==> src/design/fba_consts.vh <==
// Purpose: constants for the frequency bias adjust block
// Assumes: percentages in units of 0.1 % of maximum output frequency
// Notes: offsets are byte addresses on the register bus
`ifndef FBA_CONSTS_VH
`define FBA_CONSTS_VH

// clock and timing
`define FBA_CLK_PERIOD_NS 100
`define FBA_COMMIT_TIME_MS 5000
`define FBA_COMMIT_CYCLES (`FBA_COMMIT_TIME_MS * (1000000 / `FBA_CLK_PERIOD_NS))

// register byte offsets
`define FBA_OFS_CTRL    8'h00
`define FBA_OFS_STEP    8'h04
`define FBA_OFS_STORED  8'h08
`define FBA_OFS_FLUCT   8'h0c
`define FBA_OFS_UPPER   8'h10
`define FBA_OFS_LOWER   8'h14
`define FBA_OFS_FLOOR   8'h18
`define FBA_OFS_MAXFREQ 8'h1c
`define FBA_OFS_RAMP    8'h20
`define FBA_OFS_BIASMON 8'h24
`define FBA_OFS_OUTREF  8'h28
`define FBA_OFS_STATUS  8'h2c
`define FBA_OFS_KEYPAD  8'h30

// control register fields
`define FBA_CTRL_HOLD   0
`define FBA_CTRL_RAMP   1
`define FBA_CTRL_MODE   2
`define FBA_CTRL_LIMSEL 3
`define FBA_CTRL_ASSIGN 4
`define FBA_CTRL_SRC_LO 5
`define FBA_CTRL_SRC_HI 6
`define FBA_CTRL_W      7

// reference source codes
`define FBA_SRC_KEYPAD 2'h0
`define FBA_SRC_ANALOG 2'h1
`define FBA_SRC_PULSE  2'h2
`define FBA_SRC_DIGITAL 2'h3

// reset values and output reference ceiling
`define FBA_CTRL_RST    7'h10
`define FBA_STEP_RST    12'h000
`define FBA_FLUCT_RST   12'h00a
`define FBA_UPPER_RST   12'h3e8
`define FBA_LOWER_RST   12'h000
`define FBA_FLOOR_RST   12'h000
`define FBA_MAXFREQ_RST 12'h3e8
`define FBA_RAMP_RST    16'h03e8
`define FBA_REF_MAX     12'h44c

`endif

==> src/design/fba_bias_adjust.v <==
// Purpose: raise/lower bias on the frequency reference of a motor drive
// Assumes: AHB-Lite slave, zero wait, word accesses only; one clock
// Notes: bias, limits and references in 0.1 % of maximum output frequency
//
// Notes on behaviour
// - mode select used only with zero step
// - mode 0 holds bias when idle
// - mode 1 clears bias on both/neither
// - after clear, ramp to plain reference
// - stored bias on run, clear on change
// - hold off: add stored bias to reference, except with keypad source
// - hold on: commit bias after 5 s
// - clear bias when function unassigned
// - clear bias on reference source change
// - clear bias on maximum frequency write
// - large reference jump freezes bias
// - freeze only for analog or pulse
// - clamp bias to upper limit
// - clamp bias to lower limit
// - keypad: fold bias into reference
// - zero lower limit blocks negative bias
// - limit select 0: larger of floor/analog
// - limit select 1: floor only
// - up/down active with limit select 0: analog is the limit
// - zero step: ramp bias while held
// - nonzero step: one step per press
//
// The placing of the registers and the AHB-Lite register port were chosen for this implementation.
`timescale 1ns/10ps
`default_nettype none
`include "fba_consts.vh"

module fba_bias_adjust #(
	parameter COMMIT_CYCLES = `FBA_COMMIT_CYCLES
) (
	// clock and reset
	input  wire        sys_clk,
	input  wire        rst_n,
	// register bus
	input  wire        hsel,
	input  wire [31:0] haddr,
	input  wire [1:0]  htrans,
	input  wire        hwrite,
	input  wire [2:0]  hsize,
	input  wire [31:0] hwdata,
	input  wire        hready,
	output wire        hreadyout,
	output wire        hresp,
	output reg  [31:0] hrdata,
	// digital terminals
	input  wire        raiseIn,
	input  wire        lowerIn,
	input  wire        localRemoteIn,
	input  wire        extRefSelIn,
	// drive control core
	input  wire        runCmd,
	input  wire [11:0] freqRef,
	input  wire [11:0] analogBias,
	input  wire        upDownActive,
	// results
	output reg  [11:0] outRef,
	output reg  [11:0] biasMon,
	output reg  [11:0] lowerRefLimit,
	output reg         biasFrozen
);

	localparam [31:0] COMMIT_LAST = COMMIT_CYCLES - 1;

	// clamp a wide value into the bias window
	function [11:0] clampBias;
		input signed [15:0] v;
		input signed [11:0] hi;
		input signed [11:0] lo;
		begin
			if (v > hi)
				clampBias = hi;
			else if (v < lo)
				clampBias = lo;
			else
				clampBias = v[11:0];
		end
	endfunction

	// pin synchronisers
	reg  [3:0] syncA_ff;
	reg  [3:0] syncB_ff;
	reg  [3:0] prevB_ff;
	always @(posedge sys_clk or negedge rst_n) begin
		if (!rst_n) begin
			syncA_ff <= 4'h0;
			syncB_ff <= 4'h0;
			prevB_ff <= 4'h0;
		end else begin
			syncA_ff <= {extRefSelIn, localRemoteIn, lowerIn, raiseIn};
			syncB_ff <= syncA_ff;
			prevB_ff <= syncB_ff;
		end
	end
	wire raise      = syncB_ff[0];
	wire lower      = syncB_ff[1];
	wire raiseRise  = syncB_ff[0] & ~prevB_ff[0];
	wire lowerRise  = syncB_ff[1] & ~prevB_ff[1];
	wire srcPinChg  = |(syncB_ff[3:2] ^ prevB_ff[3:2]);

	// bus slave
	reg        aValid_ff;
	reg        aWrite_ff;
	reg  [7:0] aOfs_ff;
	reg  [`FBA_CTRL_W-1:0] ctrl_ff;
	reg  [11:0] step_ff;
	reg  [11:0] fluct_ff;
	reg  [11:0] upper_ff;
	reg  [11:0] lower_ff;
	reg  [11:0] floor_ff;
	reg  [11:0] maxFreq_ff;
	reg  [15:0] ramp0_ff;
	reg  [15:0] ramp1_ff;
	reg  [11:0] stored_ff;
	reg  [11:0] keypad_ff;
	reg  [11:0] liveBias_ff;
	reg  [31:0] rdMux;

	wire addrPhase = hsel & htrans[1] & hready;
	wire wrStb     = aValid_ff & aWrite_ff;
	wire wrStored  = wrStb & (aOfs_ff == `FBA_OFS_STORED);
	wire wrKeypad  = wrStb & (aOfs_ff == `FBA_OFS_KEYPAD);
	wire wrMaxFreq = wrStb & (aOfs_ff == `FBA_OFS_MAXFREQ);

	assign hreadyout = 1'b1;
	assign hresp     = 1'b0;

	always @* begin
		rdMux = 32'h0000_0000;
		case (haddr[7:0])
			`FBA_OFS_CTRL:    rdMux = {25'h0, ctrl_ff};
			`FBA_OFS_STEP:    rdMux = {20'h0, step_ff};
			`FBA_OFS_STORED:  rdMux = {20'h0, stored_ff};
			`FBA_OFS_FLUCT:   rdMux = {20'h0, fluct_ff};
			`FBA_OFS_UPPER:   rdMux = {20'h0, upper_ff};
			`FBA_OFS_LOWER:   rdMux = {20'h0, lower_ff};
			`FBA_OFS_FLOOR:   rdMux = {20'h0, floor_ff};
			`FBA_OFS_MAXFREQ: rdMux = {20'h0, maxFreq_ff};
			`FBA_OFS_RAMP:    rdMux = {ramp1_ff, ramp0_ff};
			`FBA_OFS_BIASMON: rdMux = {20'h0, biasMon};
			`FBA_OFS_OUTREF:  rdMux = {20'h0, outRef};
			`FBA_OFS_STATUS:  rdMux = {29'h0, lower, raise, biasFrozen};
			`FBA_OFS_KEYPAD:  rdMux = {20'h0, keypad_ff};
			default:          rdMux = 32'h0000_0000;
		endcase
	end

	always @(posedge sys_clk or negedge rst_n) begin
		if (!rst_n) begin
			aValid_ff  <= 1'b0;
			aWrite_ff  <= 1'b0;
			aOfs_ff    <= 8'h00;
			hrdata     <= 32'h0000_0000;
			ctrl_ff    <= `FBA_CTRL_RST;
			step_ff    <= `FBA_STEP_RST;
			fluct_ff   <= `FBA_FLUCT_RST;
			upper_ff   <= `FBA_UPPER_RST;
			lower_ff   <= `FBA_LOWER_RST;
			floor_ff   <= `FBA_FLOOR_RST;
			maxFreq_ff <= `FBA_MAXFREQ_RST;
			ramp0_ff   <= `FBA_RAMP_RST;
			ramp1_ff   <= `FBA_RAMP_RST;
		end else begin
			aValid_ff <= addrPhase;
			aWrite_ff <= hwrite;
			aOfs_ff   <= haddr[7:0];
			// read data registered at the address phase, valid in the data phase
			if (addrPhase & ~hwrite)
				hrdata <= rdMux;
			if (wrStb) begin
				case (aOfs_ff)
					`FBA_OFS_CTRL:    ctrl_ff    <= hwdata[`FBA_CTRL_W-1:0];
					`FBA_OFS_STEP:    step_ff    <= hwdata[11:0];
					`FBA_OFS_FLUCT:   fluct_ff   <= hwdata[11:0];
					`FBA_OFS_UPPER:   upper_ff   <= hwdata[11:0];
					`FBA_OFS_LOWER:   lower_ff   <= hwdata[11:0];
					`FBA_OFS_FLOOR:   floor_ff   <= hwdata[11:0];
					`FBA_OFS_MAXFREQ: maxFreq_ff <= hwdata[11:0];
					`FBA_OFS_RAMP: begin
						ramp0_ff <= hwdata[15:0];
						ramp1_ff <= hwdata[31:16];
					end
					default: ;
				endcase
			end
		end
	end

	// configuration decode
	wire       holdOn   = ctrl_ff[`FBA_CTRL_HOLD];
	wire       rampSel  = ctrl_ff[`FBA_CTRL_RAMP];
	wire       modeSel  = ctrl_ff[`FBA_CTRL_MODE];
	wire       limSel   = ctrl_ff[`FBA_CTRL_LIMSEL];
	wire       assigned = ctrl_ff[`FBA_CTRL_ASSIGN];
	wire [1:0] srcSel   = ctrl_ff[`FBA_CTRL_SRC_HI:`FBA_CTRL_SRC_LO];
	wire       isKeypad = (srcSel == `FBA_SRC_KEYPAD);
	wire       isAnalog = (srcSel == `FBA_SRC_ANALOG) | (srcSel == `FBA_SRC_PULSE);
	wire       stepZero = (step_ff == 12'h000);
	wire       anyCmd   = raise | lower;
	wire signed [11:0] hiLim = upper_ff;
	wire signed [11:0] loLim = lower_ff;

	// ramp rate divider
	reg  [15:0] rampCnt_ff;
	wire [15:0] rampLen  = rampSel ? ramp1_ff : ramp0_ff;
	wire        rampTick = (rampCnt_ff >= rampLen);
	always @(posedge sys_clk or negedge rst_n) begin
		if (!rst_n)
			rampCnt_ff <= 16'h0000;
		else if (rampTick)
			rampCnt_ff <= 16'h0000;
		else
			rampCnt_ff <= rampCnt_ff + 16'h0001;
	end

	// change detection
	reg  [1:0]  srcPrev_ff;
	reg  [11:0] refPrev_ff;
	reg  [11:0] anchor_ff;
	reg         runPrev_ff;
	wire srcChg  = srcPinChg | (srcSel != srcPrev_ff);
	wire refChg  = ~isKeypad & ~isAnalog & (freqRef != refPrev_ff);
	wire clrAll  = ~assigned | srcChg | wrMaxFreq | refChg;
	wire mode1Clr = stepZero & modeSel & (raise == lower);
	wire runRise = runCmd & ~runPrev_ff;

	reg  [25:0] idleCnt_ff;
	wire        commitStb = runCmd & ~anyCmd & (idleCnt_ff == COMMIT_LAST[25:0]);
	always @(posedge sys_clk or negedge rst_n) begin
		if (!rst_n)
			idleCnt_ff <= 26'h000_0000;
		else if (anyCmd | ~runCmd)
			idleCnt_ff <= 26'h000_0000;
		else if (idleCnt_ff != COMMIT_LAST[25:0] + 26'h1)
			idleCnt_ff <= idleCnt_ff + 26'h1;
	end

	// fluctuation freeze
	wire [11:0] refDiff = (freqRef > anchor_ff) ? (freqRef - anchor_ff) : (anchor_ff - freqRef);
	reg  [11:0] target;
	always @(posedge sys_clk or negedge rst_n) begin
		if (!rst_n) begin
			biasFrozen <= 1'b0;
			anchor_ff  <= 12'h000;
			srcPrev_ff <= 2'h0;
			refPrev_ff <= 12'h000;
			runPrev_ff <= 1'b0;
		end else begin
			srcPrev_ff <= srcSel;
			refPrev_ff <= freqRef;
			runPrev_ff <= runCmd;
			if (!isAnalog) begin
				biasFrozen <= 1'b0;
				anchor_ff  <= freqRef;
			end else if (anyCmd && refDiff > fluct_ff) begin
				// hold bias while the output chases the new reference
				biasFrozen <= 1'b1;
				anchor_ff  <= freqRef;
			end else if (biasFrozen && outRef == target) begin
				biasFrozen <= 1'b0;
			end else if (!anyCmd) begin
				anchor_ff <= freqRef;
			end
		end
	end

	// bias next state
	reg  [11:0] nxt_live;
	reg  [11:0] nxt_stored;
	reg  [11:0] nxt_keypad;
	wire signed [15:0] liveW   = {{4{liveBias_ff[11]}}, liveBias_ff};
	wire signed [15:0] storedW = {{4{stored_ff[11]}}, stored_ff};
	wire signed [15:0] stepW   = {4'h0, step_ff};
	wire [15:0] keyFold = {4'h0, keypad_ff} + liveW;
	always @* begin
		nxt_live   = liveBias_ff;
		nxt_stored = stored_ff;
		nxt_keypad = keypad_ff;
		if (wrStored)
			nxt_stored = clampBias({{4{hwdata[11]}}, hwdata[11:0]}, hiLim, loLim);
		if (wrKeypad)
			nxt_keypad = hwdata[11:0];
		if (clrAll) begin
			nxt_live   = 12'h000;
			nxt_stored = 12'h000;
		end else if (!runCmd) begin
			// bias dropped with the run command
			nxt_live = 12'h000;
		end else if (runRise && holdOn && !isKeypad) begin
			nxt_live = stored_ff;
		end else if (mode1Clr) begin
			nxt_live   = 12'h000;
			nxt_stored = 12'h000;
		end else if (!stepZero) begin
			if (raiseRise && !lower)
				nxt_live = clampBias(liveW + stepW, hiLim, loLim);
			else if (lowerRise && !raise)
				nxt_live = clampBias(liveW - stepW, hiLim, loLim);
		end else if (!biasFrozen && rampTick) begin
			if (raise && !lower)
				nxt_live = clampBias(liveW + 16'sh0001, hiLim, loLim);
			else if (lower && !raise)
				nxt_live = clampBias(liveW - 16'sh0001, hiLim, loLim);
		end
		if (!clrAll && commitStb && holdOn && liveBias_ff != 12'h000) begin
			if (isKeypad) begin
				// fold bias into the keypad reference
				nxt_keypad = (keyFold[15]) ? 12'h000 : keyFold[11:0];
				nxt_live   = 12'h000;
			end else begin
				nxt_stored = clampBias(liveW, hiLim, loLim);
				nxt_live   = 12'h000;
			end
		end
	end

	always @(posedge sys_clk or negedge rst_n) begin
		if (!rst_n) begin
			liveBias_ff <= 12'h000;
			stored_ff   <= 12'h000;
			keypad_ff   <= 12'h000;
		end else begin
			liveBias_ff <= nxt_live;
			stored_ff   <= nxt_stored;
			keypad_ff   <= nxt_keypad;
		end
	end

	// effective bias and lower reference limit
	reg  [11:0] nxt_bias;
	reg  [11:0] nxt_limit;
	always @* begin
		nxt_bias = 12'h000;
		if (runCmd) begin
			if (holdOn || isKeypad)
				nxt_bias = liveBias_ff;
			else
				// stored bias added with hold off
				nxt_bias = clampBias(liveW + storedW, hiLim, loLim);
		end
		if (limSel)
			nxt_limit = floor_ff;
		else if (upDownActive)
			nxt_limit = analogBias;
		else
			nxt_limit = (analogBias > floor_ff) ? analogBias : floor_ff;
	end

	// output reference ramp
	wire [11:0] baseRef = isKeypad ? keypad_ff : freqRef;
	wire signed [15:0] sumRef = {4'h0, baseRef} + {{4{biasMon[11]}}, biasMon};
	always @* begin
		target = 12'h000;
		if (runCmd) begin
			if (sumRef < $signed({4'h0, lowerRefLimit}))
				target = lowerRefLimit;
			else if (sumRef > $signed({4'h0, `FBA_REF_MAX}))
				target = `FBA_REF_MAX;
			else
				target = sumRef[11:0];
		end
	end

	always @(posedge sys_clk or negedge rst_n) begin
		if (!rst_n) begin
			biasMon       <= 12'h000;
			lowerRefLimit <= 12'h000;
			outRef        <= 12'h000;
		end else begin
			biasMon       <= nxt_bias;
			lowerRefLimit <= nxt_limit;
			// follow the target at the selected ramp rate
			if (rampTick) begin
				if (outRef < target)
					outRef <= outRef + 12'h001;
				else if (outRef > target)
					outRef <= outRef - 12'h001;
			end
		end
	end

endmodule // fba_bias_adjust

`default_nettype wire

==> config.mk <==
export PLATFORM = sky130hd
export DESIGN_NAME = fba_bias_adjust
export DESIGN_NICKNAME = d
export VERILOG_FILES = /design/src/design/fba_bias_adjust.v
export VERILOG_INCLUDE_DIRS = /design/src /design/src/design
export SDC_FILE = /design/constraint.sdc
export NUM_CORES = 1
export LEC_CHECK = 0
export ABC_AREA = 1
export ABC_CLOCK_PERIOD_IN_PS = 7900
export BUFFER_PORTS_ARGS = -buffer_cell sky130_fd_sc_hd__buf_2
export CORE_ASPECT_RATIO = 2
export CORE_UTILIZATION = 45
export DETAILED_ROUTE_END_ITERATION = 10
export PLACE_DENSITY = 0.62
export SYNTH_ARGS = -nofsm -noshare
export SYNTH_HDL_FRONTEND = slang
export SYNTH_SLANG_ARGS = --single-unit
==> constraint.sdc <==
create_clock -name sys_clk -period 7.9 [get_ports sys_clk]
set_input_delay 1.185 -clock sys_clk [delete_from_list [all_inputs] [get_ports sys_clk]]
set_output_delay 1.185 -clock sys_clk [all_outputs]
set_load 0.01 [all_outputs]
---- Word-level counts from Yosys, hierarchy flattened ----
Index checks and enable logic that the tools add are counted.
cells by class
  $add $sub $neg .......................... 13
  magnitude comparators ................... 22
  equality and inequality tests ........... 35
  mux-type cells .......................... 60
  bitwise logic cells ..................... 33
  reduce and logical (&&, ||, !) cells .... 37
operator list
  cell                                                                    count
  12-bit two-way mux                                                      52
  32-bit case mux with 13 select lines                                    1
  12-bit greater-than comparator                                          6
  8-bit by 5-bit equality test with 1-bit output (second input constant)  8
  8-bit by 6-bit equality test with 1-bit output (second input constant)  7
  26-bit two-way mux                                                      2
  13-bit by 12-bit greater-than comparator with 1-bit output              3
  13-bit by 12-bit less-than comparator with 1-bit output                 3
  12-bit less-than comparator                                             3
  8-bit by 4-bit equality test with 1-bit output (second input constant)  4
  16-bit two-way mux                                                      2
  13-bit by 12-bit adder with 14-bit output                               2
  14-bit by 12-bit greater-than comparator with 1-bit output              2
  14-bit by 12-bit less-than comparator with 1-bit output                 2
  26-bit by 1-bit adder with 26-bit output (second input constant)        1
  26-bit equality test (second input constant)                            1
  26-bit != test (second input constant)                                  1
  12-bit subtractor                                                       2
  2-bit AND reduction                                                     10
  16-bit by 1-bit adder with 16-bit output (second input constant)        1
  1-bit AND                                                               16
  8-bit by 3-bit equality test with 1-bit output (second input constant)  2
  16-bit >= comparator                                                    1
  8-bit zero test                                                         2
  other kinds (34)                                                        66
word-level totals
  register bits ........................... 307
  input bits .............................. 104
  output and inout port bits .............. 71

---- Depth between registers and ports, before layout ----
Gate-level depths: netlist (run 1).
  word-level depth ........................ 13
  depth in mapped cells ................... 42

---- Worst setup path before layout (run 1) ----
No wires, ideal clock.
  path kind ............................... input to register
  start ................................... input port freqRef[0]
  end ..................................... register outRef[11]
  setup time .............................. 0.131 ns
  arrival time ............................ 6.180 ns
  required time ........................... 7.769 ns
  path slack .............................. 1.589 ns
  stages on the path ...................... 36
  path buffers ............................ 1
  path through ............................ inv_1 > o21ai_0 > ha_1 > inv_1 > fa_1 > o21ai_2 > nand2_1 > nand2_1 > xor2_1 > ha_1 > inv_1 > nor3_1 > a211oi_1 > nand2_1 > nand3_1 > nand3_1 > nand2_1 > buf_2 > a21oi_1 > nand2_1 > ha_1 > a21oi_1 > nor2_1 > a211oi_1 > nand3_1 > ha_1 > inv_1 > nor3_1 > a21oi_1 > o21ai_0 > nand2_1 > nand2_1 > a21oi_1 > a21oi_1 > o21ai_0 > xor2_1
on the way
  word-level cells in the longest chain between the ends .. 9
RTL lines
  what                                                                           line                                          RTL
  start, declared                                                                fba_bias_adjust.v:57                          input wire [11:0] freqRef,
  12-bit two-way mux (*)                                                         fba_bias_adjust.v:354                         wire [11:0] baseRef = isKeypad ? keypad_ff : freqRef;
  13-bit by 12-bit adder with 14-bit output (*)                                  fba_bias_adjust.v:355                         wire signed [15:0] sumRef = {4'h0, baseRef} + {{4{biasMon[11]}}, biasMon};
  14-bit by 12-bit greater-than comparator with 1-bit output                     fba_bias_adjust.v:361                         else if (sumRef > $signed({4'h0, `FBA_REF_MAX}))
  12-bit two-way mux                                                             fba_bias_adjust.v:361
  12-bit two-way mux (*)                                                         fba_bias_adjust.v:359                         if (sumRef < $signed({4'h0, lowerRefLimit}))
  12-bit two-way mux (*)                                                         fba_bias_adjust.v:358                         if (runCmd) begin
  12-bit less-than comparator or 12-bit greater-than comparator (tied branches)  fba_bias_adjust.v:378, fba_bias_adjust.v:380
  2-bit nonzero test (no source line)                                            --
  2-bit AND reduction (no source line)                                           --
  end signal, assigned                                                           fba_bias_adjust.v:379                         outRef <= outRef + 12'h001;
  end signal, assigned                                                           fba_bias_adjust.v:381                         outRef <= outRef - 12'h001;
  end, declared                                                                  fba_bias_adjust.v:61                          output reg [11:0] outRef,
Every way passes the cells marked *; elsewhere a longest branch is shown, timed or not.
A chain may end at the register's enable or synchronous reset.

---- Worst setup path after layout (run 1) ----
  start ................................... register ctrl_ff[5]
  end ..................................... register outRef[11]
on the way
  word-level cells in the longest chain between the ends .. 10
RTL lines
  what                                                                           line                                          RTL
  start, declared                                                                fba_bias_adjust.v:109                         reg [`FBA_CTRL_W-1:0] ctrl_ff;
  start signal, assigned                                                         fba_bias_adjust.v:158                         ctrl_ff <= `FBA_CTRL_RST;
  start signal, assigned                                                         fba_bias_adjust.v:176                         `FBA_OFS_CTRL: ctrl_ff <= hwdata[`FBA_CTRL_W-1:0];
  2-bit zero test (no source line) (*)                                           --
  12-bit two-way mux (*)                                                         fba_bias_adjust.v:354
  13-bit by 12-bit adder with 14-bit output (*)                                  fba_bias_adjust.v:355
  14-bit by 12-bit greater-than comparator with 1-bit output                     fba_bias_adjust.v:361
  12-bit two-way mux                                                             fba_bias_adjust.v:361
  12-bit two-way mux (*)                                                         fba_bias_adjust.v:359
  12-bit two-way mux (*)                                                         fba_bias_adjust.v:358
  12-bit less-than comparator or 12-bit greater-than comparator (tied branches)  fba_bias_adjust.v:378, fba_bias_adjust.v:380
  2-bit nonzero test (no source line)                                            --
  2-bit AND reduction (no source line)                                           --
Marked as above.

==> results of run 1 <==
sequential cells by signal (all words and copies together) (netlist names), 16 cells and up:
name	cells
hrdata	32
idleCnt_ff	26
ramp0_ff	16
ramp1_ff	16
rampCnt_ff	16
worst min path at each step:
stage	slack, ps	end	depth (start not counted)	start
final	350	syncB_ff[2]$_DFF_PN0_	0	syncA_ff[2]$_DFF_PN0_
after global routing	370	syncB_ff[3]$_DFF_PN0_	0	syncA_ff[3]$_DFF_PN0_
after CTS	360	syncB_ff[2]$_DFF_PN0_	0	syncA_ff[2]$_DFF_PN0_
after detailed placement	330	syncB_ff[2]$_DFF_PN0_	0	syncA_ff[2]$_DFF_PN0_
after global placement	340	syncB_ff[0]$_DFF_PN0_	0	syncA_ff[0]$_DFF_PN0_
after floorplan	330	syncB_ff[0]$_DFF_PN0_	0	syncA_ff[0]$_DFF_PN0_
through the flow:
| step | std cells | power (mW) | worst slack [ps] | cell area [µm²] |
|---|---|---|---|---|
| 4_1_cts | 4804 | 4.00 | 869 | 29700 |
| 6_report | 4805 | 3.99 | 814 | 29700 |
| 3_3_place_gp | 4748 | 2.45 | 697 | 28700 |
| 5_1_grt | 4804 | 4.15 | 95.0 | 29700 |
| 3_5_place_dp | 4748 | 2.46 | 609 | 28700 |
| 2_1_floorplan | 3907 | 2.18 | 1590 | 27100 |
power breakdown:
part           total (mW)  internal [mW]  leakage, nW  switching (mW)
logic               0.771          0.251         12.6           0.520
clock network        1.55          0.853        0.508           0.695
registers            1.67           1.62         3.52          0.0476
total                3.99           2.73         16.6            1.26
layer usage:
metal | part of all wire, % | track usage, %
met4 | 11 | 31.5
met1 | 35 | 35.3
met5 | 0.036 | 0
met2 | 49 | 60.8
met3 | 5.5 | 4.75
layout make-up:
type                    count  area (µm²)  area share, %
inverters                 517        1940           6.53
flip-flops and latches    307        7720           26.0
clock inverters            14         185          0.623
multi-input cells        2960       16900           57.0
repair buffers            196        1130           3.82
clock buffers              42         846           2.85
well taps                 768         961           3.23
diodes                      1        2.50        0.00842
layout by cell type (no fill, tap or decap), drive strengths merged, types with 3 or more instances in the layout:
cell	Yosys	final
nor3b	6	6
clkinv	4	13
nand2	1049	1049
a221oi	4	4
a31oi	8	8
o21bai	8	8
ha	346	346
a21oi	283	283
o21ai	368	368
nand3	264	264
buf	47	196
xor2	61	61
a21boi	4	4
nand3b	5	5
o41ai	6	6
a211oi	9	9
clkbuf	76	42
a311oi	3	3
bufinv	0	3
fa	8	8
o211ai	18	18
nor4	16	16
a21o	5	5
o21a	4	4
dfrtp	280	280
o2111ai	6	6
xnor2	31	31
dfstp	27	27
and3	4	4
nor2	255	255
nand4	72	72
o221ai	9	9
or2	12	12
inv	513	515
o22ai	22	22
nor3	60	60
worst max-delay path, delay by kind of cell, from the launching register on:
kind	cells	cell delay [ps]
XOR/XNOR	2	430
AND/OR/NAND/NOR	15	1680
flip-flops	1	470
adder cells (fa/ha/maj)	6	2110
AO/OA/AOI/OAI	10	1610
buffers and inverters	6	670
cell families after synthesis:
kind of cell,Yosys count,synth area share [%]
AOI/OAI and AO/OA,766,15.3
other,2,0.0277
xor gates and xnor gates,92,3.03
adders and majority gates,354,16.6
DFF,307,28.5
and+or+nand+nor,1746,27.5
buffers and inverters,640,9.12
==> results.py, run 1 <==
metrics = {
    "run_status": {
        "run_status": "completed",
    },
    "grt": {
        "antenna_found_initial": 4,
        "grt_pass1_wl_um": 158000,
        "grt.overflow.total": 0,
        "grt_pass1_vias": 26200,
        "grt_usage_pct": 34.6,
        "grt_max_degree": 129,
    },
    "clock_tree": {
        "cts_tree": "yes",
        "cts.clk_slew.worst_paths_ps": 70,
        "htreeDepth": 1,
        "ctsResizeCount": 0,
        "cts_hold_buf": 0,
        "cts_setup_buffers": 0,
        "clk_latency_ps": 640,
        "root_buffer": "clkbuf_16",
        "cts.path.max_buffers": 3,
        "cts_buffers": 30,
        "clock-sinks": 307,
    },
    "placement": {
        "dp_hpwl_um": 81700,
        "gp_congestion": 1.02,
        "numPortBuffers": 144,
    },
    "detailed_routing": {
        "drtPass1Iterations": 6,
        "wl_per_cell_um": 22.0,
        "num_vias": 27200,
        "viasPerCell": 5.66,
        "antenna_left": 0,
        "first_iter_violations": 1799,
        "totalWireLength_um": 106000,
        "drc": 0,
    },
    "final_layout": {
        "num-fill-cells": 6192,
        "syn2layout_area_growth_pct": 9.65,
        "fin_nets": 4470,
        "layout-drive-gt1-share_pct": 8.35,
        "final_core_util_pct": 50.1,
    },
    "synthesis": {
        "synth_top_cell_area_share_pct": 25.9,
        "ys_types": 63,
        "postSynth.asyncResetShare_pct": 100,
        "synth_common_cells": "nand2_1, inv_1, ha_1, o21ai_0",
        "synthCells": 3907,
        "ys_ff_latch": 307,
        "synthesis.nets": 4365,
        "netlist_top_cells_area": "dfrtp_1, ha_1, nand2_1",
        "synth.avg_cell_area_um2": 6.93,
        "synth_edf_count": 0,
        "synth_top_area_cell": "dfrtp_1",
        "synth-main-ff-cell": "dfrtp_1",
        "yosysMostFrequentCell": "nand2_1",
        "synth_area_um2": 27100,
        "seq_area_frac_synth_pct": 28.5,
        "synth.yosys.warnings": 0,
    },
    "die": {
        "design.die.area_um2": 61300,
        "rows": 126,
        "start_util_pct": 45.7,
        "ioPinCount": 175,
        "core_um2": 59300,
        "die_x_um": 176,
        "die_h_um": 349,
    },
    "worst_setup_path": {
        "regToRegSetupSlack_ps": 810,
        "startpoint": "ctrl_ff[5]$_DFFE_PN0P_",
        "critical-path-slowest-cell": "ha_1",
        "cp.arrival_ps": 7600,
        "max_stage_delay_ps": 550,
        "crit_type": "reg -> reg",
        "rr_startpoint": "ctrl_ff[5]$_DFFE_PN0P_",
        "crit_path_max_fanout": 15,
        "cp_common_cell": "nand2_1",
        "endpoint_kind": "register",
        "critPathCapture": "outRef[11]$_DFFE_PN0P_",
        "reg2regPathDepth": 39,
        "cp-start-kind": "register",
        "required_ps": 8410,
        "r2r_end": "outRef[11]$_DFFE_PN0P_",
    },
    "sta": {
        "hold_violations": 0,
        "finClkSkew_ps": 49.4,
        "timing.hold.ws_ps": 354,
        "fin_crit_ps": 7090,
        "fmax_ghz": 0.141,
        "min_period_over_period_pct": 89.7,
        "slew_headroom_pct": 15.8,
        "setup_viol": 0,
        "slew_viol_final": 0,
        "worst_pin_slew_ps": 1250,
        "rsz0062_at_grt": "no",
        "tns_ps": 0,
    },
    "run": {
        "maxCapViolCount": 0,
    },
    "power_and_ir_drop": {
        "p_leak_nw": 16.6,
        "pwr_density_cell_nw_per_um2": 134,
        "ir_drop_mv": 0.181,
    },
    "min_path": {
        "hold_path_class": "reg -> reg",
    },
}
Note: power is estimated with default switching activity, not from simulation.
==> inputs of run 2 (changes only) <==
--- a/config.mk
+++ b/config.mk
@@ -11,6 +11,7 @@
 export BUFFER_PORTS_ARGS = -buffer_cell sky130_fd_sc_hd__buf_2
 export CORE_ASPECT_RATIO = 2
 export CORE_UTILIZATION = 45
+export CTS_BUF_LIST = sky130_fd_sc_hd__clkbuf_8
 export DETAILED_ROUTE_END_ITERATION = 10
 export PLACE_DENSITY = 0.62
 export SYNTH_ARGS = -nofsm -noshare
==> constraint.sdc (replaced) <==
create_clock -name sys_clk -period 7.9 [get_ports sys_clk]
set_input_delay 0.395 -clock sys_clk [delete_from_list [all_inputs] [get_ports sys_clk]]
set_output_delay 0.395 -clock sys_clk [all_outputs]
set_load 0.01 [all_outputs]
==> results.py, run 2 (same netlist as run 1, synthesis figures left out) <==
metrics = {
    "power_and_ir_drop": {
        "pwr_density_cell_nw_per_um2": 133,
        "netSwitchingPower_mw": 1.30,
        "p_int_mw": 2.72,
        "p_comb_share_pct": 19.5,
        "power_frac_seq_pct": 41.6,
        "ir_drop_mv": 0.115,
        "clkPwrFrac_pct": 38.9,
        "p_sw_share_pct": 32.2,
        "p_leak_nw": 16.9,
    },
    "clock_tree": {
        "clock-sinks": 307,
        "htreeDepth": 2,
        "root_buffer": "clkbuf_8",
        "ctsResizeCount": 0,
        "cts_setup_buffers": 0,
        "cts.clk_slew.worst_paths_ps": 80,
        "cts_buffers": 47,
        "cts_hold_buf": 47,
        "cts.path.max_buffers": 3,
        "cts_tree": "yes",
        "clk_latency_ps": 670,
    },
    "sta": {
        "fmax_ghz": 0.144,
        "slew_headroom_pct": 22.2,
        "tns_ps": 0,
        "hold_violations": 0,
        "fin_crit_ps": 6960,
        "slew_viol_final": 0,
        "finClkSkew_ps": 36.7,
        "setup_viol": 0,
        "worst_pin_slew_ps": 1170,
        "min_period_over_period_pct": 88.2,
        "timing.hold.ws_ps": 21.6,
        "rsz0062_at_grt": "no",
    },
    "detailed_routing": {
        "drtPass1Iterations": 7,
        "first_iter_violations": 1890,
        "viasPerCell": 5.63,
        "antenna_left": 0,
        "totalWireLength_um": 108000,
        "drc": 0,
        "num_vias": 27400,
        "wl_per_cell_um": 22.1,
    },
    "grt": {
        "grt_usage_pct": 35.1,
        "grt_pass1_vias": 26900,
        "antenna_found_initial": 4,
        "grt_max_degree": 150,
        "grt_pass1_wl_um": 160000,
        "grt.overflow.total": 0,
    },
    "worst_setup_path": {
        "endpoint_kind": "register",
        "rr_startpoint": "ctrl_ff[5]$_DFFE_PN0P_",
        "path_buf_inv": 5,
        "cp.arrival_ps": 7550,
        "critPathCapture": "outRef[11]$_DFFE_PN0P_",
        "startpoint": "ctrl_ff[5]$_DFFE_PN0P_",
        "crit_type": "reg -> reg",
        "required_ps": 8480,
        "critical-path-slowest-cell": "ha_1",
        "reg2regPathDepth": 39,
        "cp_common_cell": "nand2_1",
        "crit_path_max_fanout": 18,
        "cp-start-kind": "register",
        "max_stage_delay_ps": 570,
        "regToRegSetupSlack_ps": 940,
        "r2r_end": "outRef[11]$_DFFE_PN0P_",
        "crit_family": "adder cells",
        "critical_path_cell_count": 39,
    },
    "die": {
        "rows": 126,
        "design.die.area_um2": 61300,
        "die_h_um": 349,
        "die_x_um": 176,
        "core_um2": 59300,
        "start_util_pct": 45.7,
        "ioPinCount": 175,
    },
    "final_layout": {
        "layout-drive-gt1-share_pct": 8.53,
        "syn2layout_area_growth_pct": 11.3,
        "final_common_cell": "nand2_1",
        "largestRegisters": "hrdata: 32 flops, idleCnt_ff: 26 flops",
        "largest_register_ffs": 32,
        "final_cell_mix": "nand2_1, inv_1, ha_1",
        "top_register": "hrdata",
        "fin_nets": 4523,
    },
    "min_path": {
        "hold_path_class": "in -> reg",
    },
    "run_status": {
        "run_status": "completed",
    },
    "placement": {
        "dp_hpwl_um": 82400,
        "numPortBuffers": 144,
        "gp_congestion": 1.02,
    },
    "run": {
        "maxCapViolCount": 0,
    },
}
[run 2: changes by cell type in the layout (fill, tap and decap cells not counted), moves of 2 or more]
cell           before  now
clkbuf_8            5   62
dlygate4sd3_1       0   47
clkbuf_16          30    0
inv_1             505  520
buf_4              51   40
clkbuf_1            7    0
clkinv_2            6    3
inv_6               2    0
[run 2: final cells by class]
type | count | area, µm²
antenna | 1 | 2.50
sequential | 307 | 7720
fill | 6176 | 29100
timing repair buffer | 232 | 1520
clock inverter | 26 | 235
inverter | 517 | 1940
tap | 768 | 961
multi-input combinational | 2960 | 16900
clock buffer | 62 | 853
[run 2: worst min-delay path by stage]
stage | start | to | slack (ps) | depth (start not counted)
after floorplan | rst_n | aOfs_ff[0]$_DFF_PN0_ | 100 | 0
after global placement | syncA_ff[1]$_DFF_PN0_ | syncB_ff[1]$_DFF_PN0_ | 340 | 0
after detailed placement | syncA_ff[1]$_DFF_PN0_ | syncB_ff[1]$_DFF_PN0_ | 340 | 0
after CTS | analogBias[5] | lowerRefLimit[5]$_DFF_PN0_ | 2 | 3
after global routing | analogBias[5] | lowerRefLimit[5]$_DFF_PN0_ | 30 | 3
final | analogBias[8] | lowerRefLimit[8]$_DFF_PN0_ | 20 | 3
[run 2: routing by layer]
layer	global-route usage [%]	wire (µm)	vias to the layer above	part of all wire [%]
met5	0	40	-	0.037
met4	34.5	12300	6	11
met3	5.64	6410	450	6.0
met2	61.6	52000	1075	48
met1	34.5	37000	12600	34
li1	-	-	13300	-
[run 2: metrics by stage]
step / utilization [%] / worst slack, ps / cells / total power, mW / cell area [µm²]
after detailed placement: 48.2 / 883 / 4737 / 2.45 / 28600
after floorplan: - / 1670 / 3907 / 2.18 / 27100
after global routing: 50.9 / 62.7 / 4873 / 4.19 / 30200
after CTS: 50.9 / 864 / 4872 / 4.03 / 30200
final: 50.9 / 936 / 4873 / 4.02 / 30200
after global placement: 48.2 / 1050 / 4737 / 2.44 / 28600
[run 2: tightest hold or removal path, stage by stage]
cell and delay (ps):
buf_2 90, nor2_1 40, a21oi_1 100
[run 2: power groups by stage]
stage                     Clock (mW)  Combinational, mW  Sequential [mW]
final                           1.56              0.783             1.67
after global routing            1.64              0.876             1.68
after CTS                       1.59              0.774             1.67
after detailed placement           0              0.751             1.70
after global placement             0              0.744             1.70
after floorplan                    0              0.495             1.68
